<file path="src/verilog/dpm_pkg.sv">
// Package for the DRAM pin and port multiplexer: register map, fields, types
package dpm_pkg;
    localparam logic [7:0] ADDR_PIN_CTRL = 8'h00;
    localparam logic [7:0] ADDR_PORT_OUT = 8'h04;
    localparam logic [7:0] ADDR_PORT_DIR = 8'h08;
    localparam logic [7:0] ADDR_PIN_IN = 8'h0c;
    localparam logic [7:0] ADDR_PIN_OE = 8'h10;
    // Pin control field positions
    localparam int CTL_BUS16 = 0;
    localparam int CTL_ONE_CAS = 1;
    localparam int CTL_DRAM4_EN = 2;
    localparam int CTL_DRAM5_EN = 3;
    localparam int CTL_CLK_EN = 4;
    localparam int CTL_CSEL5_EN = 5;
    localparam int CTL_UCLK1_EN = 6;
    localparam int CTL_ACK0_EN = 7;
    localparam int CTL_END2_EN = 8;
    localparam int CTL_ACK2_EN = 9;
    localparam int CTL_REQ2_EN = 10;
    localparam int CTL_INT2_EN = 11;
    localparam int CTL_WIDTH = 12;
    localparam logic [CTL_WIDTH-1:0] CTL_RESET = 12'h000;
    localparam logic [7:0] PORT_RESET = 8'h00;
    // Pin indices of the bundle
    localparam int PIN_CSEL5 = 0;
    localparam int PIN_CLK = 1;
    localparam int PIN_ROW0 = 2;
    localparam int PIN_CAS0L = 3;
    localparam int PIN_CAS0H = 4;
    localparam int PIN_WE0 = 5;
    localparam int PIN_ROW1 = 6;
    localparam int PIN_CAS1L = 7;
    localparam int PIN_CAS1H = 8;
    localparam int PIN_WE1 = 9;
    localparam int PIN_UCLK1 = 10;
    localparam int PIN_ACK0 = 11;
    localparam int NPIN = 12;
    localparam logic [1:0] RESP_OKAY = 2'h0;
    localparam logic [1:0] RESP_SLVERR = 2'h2;

    typedef enum logic [1:0] {
        BS_IDLE = 2'b00,
        BS_WRESP = 2'b01,
        BS_RRESP = 2'b10
    } dpm_bus_e;

    // Peripheral signals as they appear at pins; strobes named _n are active low
    typedef struct packed {
        logic ras4_n;
        logic ras5_n;
        logic cas4_n;
        logic cas5_n;
        logic we4_n;
        logic we5_n;
        logic addr0;
        logic bus_clk;
        logic csel5_n;
        logic uclk1;
        logic ack0;
        logic end2;
        logic ack2;
    } dpm_periph_s;

    typedef struct packed {
        dpm_bus_e state;
        logic [CTL_WIDTH-1:0] ctl;
        logic [NPIN-1:0] port_out;
        logic [NPIN-1:0] port_dir;
        logic aw_got;
        logic w_got;
        logic [7:0] awaddr;
        logic [31:0] wdata;
        logic [3:0] wstrb;
        logic [31:0] rdata;
        logic [1:0] resp;
    } dpm_state_s;
endpackage : dpm_pkg
</file>
<file path="src/verilog/dpm_pin_mux.sv">
// Pin multiplexer for DRAM strobes, chip select, bus clock and DMA/UART pins
// How it works
// Active peripheral output always overrides the port output on a pin.
// Bank0 row strobe pin carries area 4 RAS in every mode, else port.
// Bank1 row strobe pin carries area 5 RAS; port only if RAS, end of transfer unused.
// 16-bit dual-CAS: low column strobe only for byte lane address bit 0.
// 16-bit dual-CAS: high column strobe only for byte lane address bit 1.
// 16-bit single-CAS: cas_high pins are low-byte write enables.
// 16-bit single-CAS: write enable pins are high-byte write enables.
// Bank0 cas_low: single CAS in 8-bit, low-byte CAS in dual-CAS.
// Bank0 cas_high: also CAS in 8-bit, high-byte CAS in dual-CAS.
// Bank0 write enable is active-low area 4 WE in dual-CAS and 8-bit.
// Bank1 write enable is active-low area 5 WE likewise.
// Bank1 CAS pins mirror bank0, shared with DMA2 request/acknowledge.
// Bus clock pin outputs bus clock when enabled, else port bit.
// Chip select five is active low, else port bit.
// UART1 clock pin drives UART1 clock only when clock output enabled, else port bit.
// DMA0 acknowledge drives only when enabled, else port bit.
// Bank1 row strobe pin is port only when RAS and end of transfer both unused.
// Pins used as request/interrupt inputs have all outputs disabled.
`timescale 1ns/100ps
module dpm_pin_mux (
    input wire logic mclk_in,
    input wire logic rstn_in,
    input wire logic [7:0] s_axi_awaddr_in,
    input wire logic s_axi_awvalid_in,
    output logic s_axi_awready_out,
    input wire logic [31:0] s_axi_wdata_in,
    input wire logic [3:0] s_axi_wstrb_in,
    input wire logic s_axi_wvalid_in,
    output logic s_axi_wready_out,
    output logic [1:0] s_axi_bresp_out,
    output logic s_axi_bvalid_out,
    input wire logic s_axi_bready_in,
    input wire logic [7:0] s_axi_araddr_in,
    input wire logic s_axi_arvalid_in,
    output logic s_axi_arready_out,
    output logic [31:0] s_axi_rdata_out,
    output logic [1:0] s_axi_rresp_out,
    output logic s_axi_rvalid_out,
    input wire logic s_axi_rready_in,
    input wire dpm_pkg::dpm_periph_s periph_in,
    input wire logic [dpm_pkg::NPIN-1:0] pin_in,
    output logic [dpm_pkg::NPIN-1:0] pin_out,
    output logic [dpm_pkg::NPIN-1:0] pin_oe_n_out,
    output logic dma2_request_in_out,
    output logic int2_request_out
);
    dpm_pkg::dpm_state_s s_q;
    dpm_pkg::dpm_state_s s_d;
    logic [dpm_pkg::NPIN-1:0] fn_en;
    logic [dpm_pkg::NPIN-1:0] fn_val;
    logic [dpm_pkg::NPIN-1:0] drv;
    logic [dpm_pkg::NPIN-1:0] val;
    logic bus16;
    logic one_cas;
    logic lo_lane;
    logic hi_lane;
    logic req2_sel;
    logic int2_sel;

    function automatic logic [31:0] merge(input logic [31:0] old, input logic [31:0] nw, input logic [3:0] st);
        logic [31:0] r;
        r = old;
        for (int i = 0; i < 4; i++) begin
            if (st[i]) begin
                r[i*8 +: 8] = nw[i*8 +: 8];
            end
        end
        return r;
    endfunction : merge

    assign bus16 = s_q.ctl[dpm_pkg::CTL_BUS16];
    assign one_cas = s_q.ctl[dpm_pkg::CTL_ONE_CAS];
    assign req2_sel = s_q.ctl[dpm_pkg::CTL_REQ2_EN];
    assign int2_sel = s_q.ctl[dpm_pkg::CTL_INT2_EN];
    // Lane selection by address bit
    assign lo_lane = !bus16 || !periph_in.addr0;
    // High lane only for address bit one
    assign hi_lane = !bus16 || periph_in.addr0;

    always_comb begin
        fn_en = '0;
        fn_val = '1;
        // Chip select five, active low
        fn_en[dpm_pkg::PIN_CSEL5] = s_q.ctl[dpm_pkg::CTL_CSEL5_EN];
        fn_val[dpm_pkg::PIN_CSEL5] = periph_in.csel5_n;
        // Bus clock output
        fn_en[dpm_pkg::PIN_CLK] = s_q.ctl[dpm_pkg::CTL_CLK_EN];
        fn_val[dpm_pkg::PIN_CLK] = periph_in.bus_clk;
        // Area 4 row strobe
        fn_en[dpm_pkg::PIN_ROW0] = s_q.ctl[dpm_pkg::CTL_DRAM4_EN];
        fn_val[dpm_pkg::PIN_ROW0] = periph_in.ras4_n;
        // Area 5 row strobe or end of transfer
        fn_en[dpm_pkg::PIN_ROW1] = s_q.ctl[dpm_pkg::CTL_DRAM5_EN] || s_q.ctl[dpm_pkg::CTL_END2_EN];
        fn_val[dpm_pkg::PIN_ROW1] = s_q.ctl[dpm_pkg::CTL_DRAM5_EN] ? periph_in.ras5_n : periph_in.end2;
        // Area 4 low or single column strobe
        fn_en[dpm_pkg::PIN_CAS0L] = s_q.ctl[dpm_pkg::CTL_DRAM4_EN];
        fn_val[dpm_pkg::PIN_CAS0L] = periph_in.cas4_n || (!one_cas && !lo_lane);
        fn_en[dpm_pkg::PIN_CAS0H] = s_q.ctl[dpm_pkg::CTL_DRAM4_EN];
        fn_en[dpm_pkg::PIN_WE0] = s_q.ctl[dpm_pkg::CTL_DRAM4_EN];
        // Area 5 column strobes, else DMA2 functions
        fn_en[dpm_pkg::PIN_CAS1L] = s_q.ctl[dpm_pkg::CTL_DRAM5_EN];
        fn_val[dpm_pkg::PIN_CAS1L] = periph_in.cas5_n || (!one_cas && !lo_lane);
        fn_en[dpm_pkg::PIN_CAS1H] = s_q.ctl[dpm_pkg::CTL_DRAM5_EN] || s_q.ctl[dpm_pkg::CTL_ACK2_EN];
        fn_en[dpm_pkg::PIN_WE1] = s_q.ctl[dpm_pkg::CTL_DRAM5_EN];
        if (bus16 && one_cas) begin
            // High CAS pins become low-byte write enables
            fn_val[dpm_pkg::PIN_CAS0H] = periph_in.we4_n || periph_in.addr0;
            fn_val[dpm_pkg::PIN_CAS1H] = periph_in.we5_n || periph_in.addr0;
            // Write enable pins become high-byte write enables
            fn_val[dpm_pkg::PIN_WE0] = periph_in.we4_n || !periph_in.addr0;
            fn_val[dpm_pkg::PIN_WE1] = periph_in.we5_n || !periph_in.addr0;
        end else begin
            // Area 4 high or shared column strobe
            fn_val[dpm_pkg::PIN_CAS0H] = periph_in.cas4_n || !hi_lane;
            fn_val[dpm_pkg::PIN_CAS1H] = periph_in.cas5_n || !hi_lane;
            // Area 4 active-low write enable
            fn_val[dpm_pkg::PIN_WE0] = periph_in.we4_n;
            // Area 5 active-low write enable
            fn_val[dpm_pkg::PIN_WE1] = periph_in.we5_n;
        end
        if (!s_q.ctl[dpm_pkg::CTL_DRAM5_EN]) begin
            fn_val[dpm_pkg::PIN_CAS1H] = periph_in.ack2;
        end
        // UART1 clock output
        fn_en[dpm_pkg::PIN_UCLK1] = s_q.ctl[dpm_pkg::CTL_UCLK1_EN];
        fn_val[dpm_pkg::PIN_UCLK1] = periph_in.uclk1;
        // DMA0 acknowledge
        fn_en[dpm_pkg::PIN_ACK0] = s_q.ctl[dpm_pkg::CTL_ACK0_EN];
        fn_val[dpm_pkg::PIN_ACK0] = periph_in.ack0;
    end

    for (genvar g = 0; g < dpm_pkg::NPIN; g++) begin : g_pin
        logic in_only;
        // Request and interrupt inputs block all drive
        assign in_only = (g == dpm_pkg::PIN_CAS1L && req2_sel) || (g == dpm_pkg::PIN_UCLK1 && int2_sel);
        // Peripheral wins over port
        // Port on bank1 row pin only when both functions off
        assign drv[g] = !in_only && (fn_en[g] || s_q.port_dir[g]);
        assign val[g] = fn_en[g] ? fn_val[g] : s_q.port_out[g];
    end

    assign pin_out = val & drv;
    assign pin_oe_n_out = ~drv;
    assign dma2_request_in_out = req2_sel && pin_in[dpm_pkg::PIN_CAS1L];
    assign int2_request_out = int2_sel && pin_in[dpm_pkg::PIN_UCLK1];

    always_comb begin
        logic [31:0] wv;
        logic [7:0] a;
        s_d = s_q;
        wv = '0;
        a = '0;
        unique case (s_q.state)
            dpm_pkg::BS_IDLE: begin
                if (s_axi_awvalid_in && !s_q.aw_got) begin
                    s_d.aw_got = 1'b1;
                    s_d.awaddr = s_axi_awaddr_in;
                end
                if (s_axi_wvalid_in && !s_q.w_got) begin
                    s_d.w_got = 1'b1;
                    s_d.wdata = s_axi_wdata_in;
                    s_d.wstrb = s_axi_wstrb_in;
                end
                if (s_q.aw_got && s_q.w_got) begin
                    s_d.aw_got = 1'b0;
                    s_d.w_got = 1'b0;
                    s_d.resp = dpm_pkg::RESP_OKAY;
                    s_d.state = dpm_pkg::BS_WRESP;
                    unique case (s_q.awaddr)
                        dpm_pkg::ADDR_PIN_CTRL: begin
                            wv = merge({20'h00000, s_q.ctl}, s_q.wdata, s_q.wstrb);
                            s_d.ctl = wv[dpm_pkg::CTL_WIDTH-1:0];
                        end
                        dpm_pkg::ADDR_PORT_OUT: begin
                            wv = merge({20'h00000, s_q.port_out}, s_q.wdata, s_q.wstrb);
                            s_d.port_out = wv[dpm_pkg::NPIN-1:0];
                        end
                        dpm_pkg::ADDR_PORT_DIR: begin
                            wv = merge({20'h00000, s_q.port_dir}, s_q.wdata, s_q.wstrb);
                            s_d.port_dir = wv[dpm_pkg::NPIN-1:0];
                        end
                        default: s_d.resp = dpm_pkg::RESP_SLVERR;
                    endcase
                end else if (s_axi_arvalid_in && s_axi_arready_out) begin
                    a = s_axi_araddr_in;
                    s_d.state = dpm_pkg::BS_RRESP;
                    s_d.resp = dpm_pkg::RESP_OKAY;
                    unique case (a)
                        dpm_pkg::ADDR_PIN_CTRL: s_d.rdata = {20'h00000, s_q.ctl};
                        dpm_pkg::ADDR_PORT_OUT: s_d.rdata = {20'h00000, s_q.port_out};
                        dpm_pkg::ADDR_PORT_DIR: s_d.rdata = {20'h00000, s_q.port_dir};
                        dpm_pkg::ADDR_PIN_IN: s_d.rdata = {20'h00000, pin_in};
                        dpm_pkg::ADDR_PIN_OE: s_d.rdata = {20'h00000, drv};
                        default: begin
                            s_d.rdata = '0;
                            s_d.resp = dpm_pkg::RESP_SLVERR;
                        end
                    endcase
                end
            end
            dpm_pkg::BS_WRESP: begin
                if (s_axi_bready_in) begin
                    s_d.state = dpm_pkg::BS_IDLE;
                end
            end
            dpm_pkg::BS_RRESP: begin
                if (s_axi_rready_in) begin
                    s_d.state = dpm_pkg::BS_IDLE;
                end
            end
            default: s_d.state = dpm_pkg::BS_IDLE;
        endcase
    end

    always_ff @(posedge mclk_in) begin
        if (!rstn_in) begin
            s_q <= '0;
            s_q.ctl <= dpm_pkg::CTL_RESET;
            s_q.port_out[7:0] <= dpm_pkg::PORT_RESET;
            s_q.state <= dpm_pkg::BS_IDLE;
        end else begin
            s_q <= s_d;
        end
    end

    assign s_axi_awready_out = (s_q.state == dpm_pkg::BS_IDLE) && !s_q.aw_got;
    assign s_axi_wready_out = (s_q.state == dpm_pkg::BS_IDLE) && !s_q.w_got;
    assign s_axi_arready_out = (s_q.state == dpm_pkg::BS_IDLE) && !s_q.aw_got && !s_q.w_got
        && !(s_axi_awvalid_in || s_axi_wvalid_in);
    assign s_axi_bvalid_out = s_q.state == dpm_pkg::BS_WRESP;
    assign s_axi_bresp_out = s_q.resp;
    assign s_axi_rvalid_out = s_q.state == dpm_pkg::BS_RRESP;
    assign s_axi_rresp_out = s_q.resp;
    assign s_axi_rdata_out = s_q.rdata;

    // Assertions
    peri_wins_a: assert property (@(posedge mclk_in) disable iff (!rstn_in)
        fn_en[dpm_pkg::PIN_ROW0]
        |-> (pin_out[dpm_pkg::PIN_ROW0] == periph_in.ras4_n && !pin_oe_n_out[dpm_pkg::PIN_ROW0]))
        else $error("row strobe 0 not driven by peripheral");
    row1_port_a: assert property (@(posedge mclk_in) disable iff (!rstn_in)
        (!s_q.ctl[dpm_pkg::CTL_DRAM5_EN] && !s_q.ctl[dpm_pkg::CTL_END2_EN])
        |-> pin_out[dpm_pkg::PIN_ROW1] == (s_q.port_out[dpm_pkg::PIN_ROW1] && s_q.port_dir[dpm_pkg::PIN_ROW1]))
        else $error("row strobe 1 pin not port");
    row0_port_a: assert property (@(posedge mclk_in) disable iff (!rstn_in)
        !s_q.ctl[dpm_pkg::CTL_DRAM4_EN]
        |-> pin_out[dpm_pkg::PIN_ROW0] == (s_q.port_out[dpm_pkg::PIN_ROW0] && s_q.port_dir[dpm_pkg::PIN_ROW0]))
        else $error("row strobe 0 pin not port");
    row1_func_a: assert property (@(posedge mclk_in) disable iff (!rstn_in)
        s_q.ctl[dpm_pkg::CTL_DRAM5_EN] |-> pin_out[dpm_pkg::PIN_ROW1] == periph_in.ras5_n)
        else $error("row strobe 1 not from area 5");
    cas0l_byte8_a: assert property (@(posedge mclk_in) disable iff (!rstn_in)
        (fn_en[dpm_pkg::PIN_CAS0L] && !bus16) |-> pin_out[dpm_pkg::PIN_CAS0L] == periph_in.cas4_n)
        else $error("low cas wrong in 8-bit mode");
    cas0h_byte8_a: assert property (@(posedge mclk_in) disable iff (!rstn_in)
        (fn_en[dpm_pkg::PIN_CAS0H] && !bus16) |-> pin_out[dpm_pkg::PIN_CAS0H] == periph_in.cas4_n)
        else $error("high cas wrong in 8-bit mode");
    we0_plain_a: assert property (@(posedge mclk_in) disable iff (!rstn_in)
        (fn_en[dpm_pkg::PIN_WE0] && !(bus16 && one_cas)) |-> pin_out[dpm_pkg::PIN_WE0] == periph_in.we4_n)
        else $error("area 4 write enable wrong");
    we1_plain_a: assert property (@(posedge mclk_in) disable iff (!rstn_in)
        (fn_en[dpm_pkg::PIN_WE1] && !(bus16 && one_cas)) |-> pin_out[dpm_pkg::PIN_WE1] == periph_in.we5_n)
        else $error("area 5 write enable wrong");
    cas1h_lane_a: assert property (@(posedge mclk_in) disable iff (!rstn_in)
        (s_q.ctl[dpm_pkg::CTL_DRAM5_EN] && bus16 && !one_cas && periph_in.addr0)
        |-> pin_out[dpm_pkg::PIN_CAS1H] == periph_in.cas5_n)
        else $error("area 5 high cas wrong");
    bus_clk_out_a: assert property (@(posedge mclk_in) disable iff (!rstn_in)
        s_q.ctl[dpm_pkg::CTL_CLK_EN] |-> pin_out[dpm_pkg::PIN_CLK] == periph_in.bus_clk)
        else $error("bus clock pin wrong");
    csel5_out_a: assert property (@(posedge mclk_in) disable iff (!rstn_in)
        s_q.ctl[dpm_pkg::CTL_CSEL5_EN] |-> pin_out[dpm_pkg::PIN_CSEL5] == periph_in.csel5_n)
        else $error("chip select five pin wrong");
    ack0_gate_a: assert property (@(posedge mclk_in) disable iff (!rstn_in)
        (!s_q.ctl[dpm_pkg::CTL_ACK0_EN] && !s_q.port_dir[dpm_pkg::PIN_ACK0]) |-> pin_oe_n_out[dpm_pkg::PIN_ACK0])
        else $error("acknowledge pin driven while disabled");
    lo_cas_lane_a: assert property (@(posedge mclk_in) disable iff (!rstn_in)
        (fn_en[dpm_pkg::PIN_CAS0L] && bus16 && !one_cas && periph_in.addr0) |-> pin_out[dpm_pkg::PIN_CAS0L])
        else $error("low cas on odd lane");
    hi_cas_lane_a: assert property (@(posedge mclk_in) disable iff (!rstn_in)
        (fn_en[dpm_pkg::PIN_CAS0H] && bus16 && !one_cas && !periph_in.addr0) |-> pin_out[dpm_pkg::PIN_CAS0H])
        else $error("high cas on even lane");
    lo_we_map_a: assert property (@(posedge mclk_in) disable iff (!rstn_in)
        (fn_en[dpm_pkg::PIN_CAS0H] && bus16 && one_cas) |->
        pin_out[dpm_pkg::PIN_CAS0H] == (periph_in.we4_n || periph_in.addr0))
        else $error("low byte write enable wrong");
    hi_we_map_a: assert property (@(posedge mclk_in) disable iff (!rstn_in)
        (fn_en[dpm_pkg::PIN_WE1] && bus16 && one_cas) |->
        pin_out[dpm_pkg::PIN_WE1] == (periph_in.we5_n || !periph_in.addr0))
        else $error("high byte write enable wrong");
    input_nodrive_a: assert property (@(posedge mclk_in) disable iff (!rstn_in)
        req2_sel |-> pin_oe_n_out[dpm_pkg::PIN_CAS1L])
        else $error("request input pin driven");
    uclk_gate_a: assert property (@(posedge mclk_in) disable iff (!rstn_in)
        (!s_q.ctl[dpm_pkg::CTL_UCLK1_EN] && !s_q.port_dir[dpm_pkg::PIN_UCLK1]) |-> pin_oe_n_out[dpm_pkg::PIN_UCLK1])
        else $error("uart clock pin driven while disabled");
    wr_resp_a: assert property (@(posedge mclk_in) disable iff (!rstn_in)
        (s_q.aw_got && s_q.w_got) |=> s_axi_bvalid_out)
        else $error("write response late");
endmodule : dpm_pin_mux

</file>
<file path="config.mk">
export PLATFORM = sky130hd
export DESIGN_NAME = dpm_pin_mux
export DESIGN_NICKNAME = d
export VERILOG_FILES = /design/src/verilog/dpm_pkg.sv /design/src/verilog/dpm_pin_mux.sv
export SDC_FILE = /design/constraint.sdc
export NUM_CORES = 1
export LEC_CHECK = 0
export ABC_CLOCK_PERIOD_IN_PS = 5100
export BUFFER_PORTS_ARGS = -buffer_cell sky130_fd_sc_hd__buf_2
export CORE_MARGIN = 5
export CORE_UTILIZATION = 53
export DETAILED_ROUTE_END_ITERATION = 6
export GPL_TIMING_DRIVEN = 0
export PLACE_DENSITY = 0.86
export SLEW_MARGIN = 0
export SYNTH_ARGS = -nofsm -noshare
export SYNTH_HDL_FRONTEND = slang
export SYNTH_SLANG_ARGS = --single-unit
</file>
<file path="constraint.sdc">
create_clock -name mclk_in -period 5.1 [get_ports mclk_in]
set_clock_uncertainty 0.05 [all_clocks]
set_input_delay 1.02 -clock mclk_in [delete_from_list [all_inputs] [get_ports mclk_in]]
set_output_delay 1.02 -clock mclk_in [all_outputs]
set_load 0.01 [all_outputs]
</file>
==> results_dict.tcl <==
set metrics [dict create \
    drc 0 \
    rsz0062_at_grt "false" \
    ctsHtreeMaxLevel 3 \
    static_leakage_nw 2.12 \
    areaGrowthSynthToFinish_pct 24.7 \
    cp-start-kind "input pin" \
    cp_data_arrival_time_ns 1.85 \
    die_area_um2 9150 \
    post_cts.resized_instances 0 \
    fp.dieH_um 95.7 \
    postSynth.topFlopCell "sky130_fd_sc_hd__dfxtp_1" \
    detail_route.wl_per_cell_um 14.6 \
    detail_route.wirelength_um 10400 \
    r2r_start "s_q[74]" \
    min_path_cells 2 \
    cp-end-kind "primary output" \
    setup_violations 0 \
    grt_max_degree 14 \
    die_x_extent_um 95.7 \
    dpl_worst_slack_ns 2.19 \
    worst-setup-path-type "input pin to primary output" \
    max-clock-path-buffers 2 \
    holdWs_ns 0.411 \
    clk_pin_slew_ns 0.08 \
    use_met1_pct 27.8 \
    hold_violations 0 \
    placed_cells_incl_taps 701 \
    grt_busiest_layer "met2" \
    crit_path_max_fanout 3 \
    final_cells 717 \
    cts_buffers 9 \
    cp.required_ns 4.03 \
    hold_end "s_q[74]" \
    final_cell_area_um2 4850 \
    global_route_wire_length_before_repair_um 16700 \
    drt_pass1_iterations 5 \
    tcrit_tclk_final_pct 57.3 \
    r2r-end "s_q[87]" \
    fin_nets 697 \
    fmax_ghz 0.342 \
    synth.top_cells.by_area "sky130_fd_sc_hd__dfxtp_1, sky130_fd_sc_hd__nand2_1, sky130_fd_sc_hd__mux2i_1" \
    synthesis.instances 475 \
    setup_ws_ns 2.18 \
    grt_antenna_before_repair 0 \
    cts_tree "done" \
    slew-limit-headroom_pct 52.6 \
    post-synth-top-area-fraction_pct 38.6 \
    min-delay-start "s_q[74]" \
    synth-seq-area-share_pct 38.6 \
    syn-mean-instance-area_um2 8.19 \
    r2r_slack_ns 2.98 \
    async_reset_ff_share_pct 0 \
    grt_use_total_pct 23.1 \
    yosys.cell_count.top_type "sky130_fd_sc_hd__nand2_1" \
    detail_route.iter0.violations 166 \
    gp_congestion 0.901 \
    via_per_inst 5.26 \
    use_met3_pct 4.50 \
    core_region_area_um2 7210 \
    post_synth_most_frequent_cells "sky130_fd_sc_hd__nand2_1, sky130_fd_sc_hd__dfxtp_1, sky130_fd_sc_hd__mux2i_1" \
    io_pins 151 \
    design_power_total_mw 1.27 \
    overflow 0 \
    clock-root-buffer "sky130_fd_sc_hd__clkbuf_8" \
    pwr_density_cell_nw_per_um2 263 \
    total_standard_cell_area_after_synthesis_um2 3890 \
    placement_rows 31 \
    port_buffers 106 \
    yosysUniqueCellTypes 35 \
    drive_above_1_share_pct 30.1 \
    clock_sink_count 75 \
    irDropWorstVdd_uv 176 \
    slew_viol_final 0 \
    worstRegToRegCells 4 \
    ctsHoldBuffers 0 \
    detailed_place.area_um2 4620 \
    final_core_util_pct 67.2 \
    max_capacitance_violation_count 0 \
    post-cts-setup-buffer-count 0 \
    clk-insertion-delay-late_ns 0.34 \
    min-delay-path-class "register to register" \
    detailroute.via_count 3775 \
    antenna_left 0 \
    dp_hpwl_um 8460 \
    synth-edff-count 0 \
    initial_utilization_pct 53.9 \
    outcome "finished, final reports clean" \
    first_global_vias 3650 \
    antenna-diode-count 0 \
    period_needed_ns 2.92 \
    yosys_warnings 0 \
    number_of_synthesized_register_bits 75 \
    final.setup.tns_ns 0 \
    tightestPinTransition_ns 0.706 \
    grtUsageMet2_pct 39.7 \
    yosys.area.top_type "sky130_fd_sc_hd__dfxtp_1" \
]
metal layers:
layer  routed length (um)  vias up
met3                  785       21
met4                  197        0
met2                 5090      166
met1                 4360     1729
met5                    0        -
li1                     -     1859
cell families (layout without fill, tap and decap cells):
group | after synthesis | after routing | synth area share [%]
simple gates | 175 | 175 | 20.8
compound gates | 100 | 100 | 16.8
flops | 75 | 75 | 38.6
buf+inv | 75 | 197 | 10.8
mux | 49 | 49 | 13.0
other cells | 1 | 22 | 0.0964
registers in the layout, summed over array words and instances (netlist names):
name / cells
s_q: 52
g_pin.in_only: 2
one_cas: 1
fn_en: 6
bus16: 1
s_axi_rdata_out: 12
s_axi_bresp_out: 1
area by class of cell:
cell class / instances / area [um^2]
Inverter: 14 / 52.6
Multi-Input combinational cell: 346 / 2050
Buffer: 61 / 367
Timing Repair Buffer: 106 / 531
Fill cell: 622 / 2370
Sequential cell: 75 / 1500
Tap cell: 99 / 124
Clock buffer: 10 / 138
Clock inverter: 6 / 88.8
cells in the final DEF (no fill, tap or decap), types with 22 or more instances in the layout:
cell	n
sky130_fd_sc_hd__a21oi_1	31
sky130_fd_sc_hd__a22oi_1	23
sky130_fd_sc_hd__buf_2	108
sky130_fd_sc_hd__buf_4	36
sky130_fd_sc_hd__clkbuf_1	22
sky130_fd_sc_hd__conb_1	22
sky130_fd_sc_hd__dfxtp_1	75
sky130_fd_sc_hd__mux2i_1	37
sky130_fd_sc_hd__nand2_1	107
sky130_fd_sc_hd__nor2_1	24
report_power, final:
group,internal (mW),switching [mW],total [mW],leakage (nW)
combinational,0.0641,0.0852,0.149,1.40
clock,0.289,0.221,0.510,0.108
sequential,0.601,0.0140,0.615,0.608
worst max path at each step:
stage	endpoint	cells past startpoint	start
2_1_floorplan	pin_out[7]	4	periph_in[6]
3_3_place_gp	pin_out[8]	5	periph_in[6]
3_5_place_dp	pin_out[4]	5	periph_in[6]
4_1_cts	pin_out[4]	5	periph_in[6]
5_1_grt	pin_out[4]	5	periph_in[6]
6_report	pin_out[4]	5	periph_in[6]
critical path, stage by stage:
cell	delay, ns
sky130_fd_sc_hd__buf_2	0.11
sky130_fd_sc_hd__or2_2	0.31
sky130_fd_sc_hd__o21ai_0	0.17
sky130_fd_sc_hd__o22ai_1	0.09
sky130_fd_sc_hd__buf_2	0.16
Power figures use the tool's default switching activity.
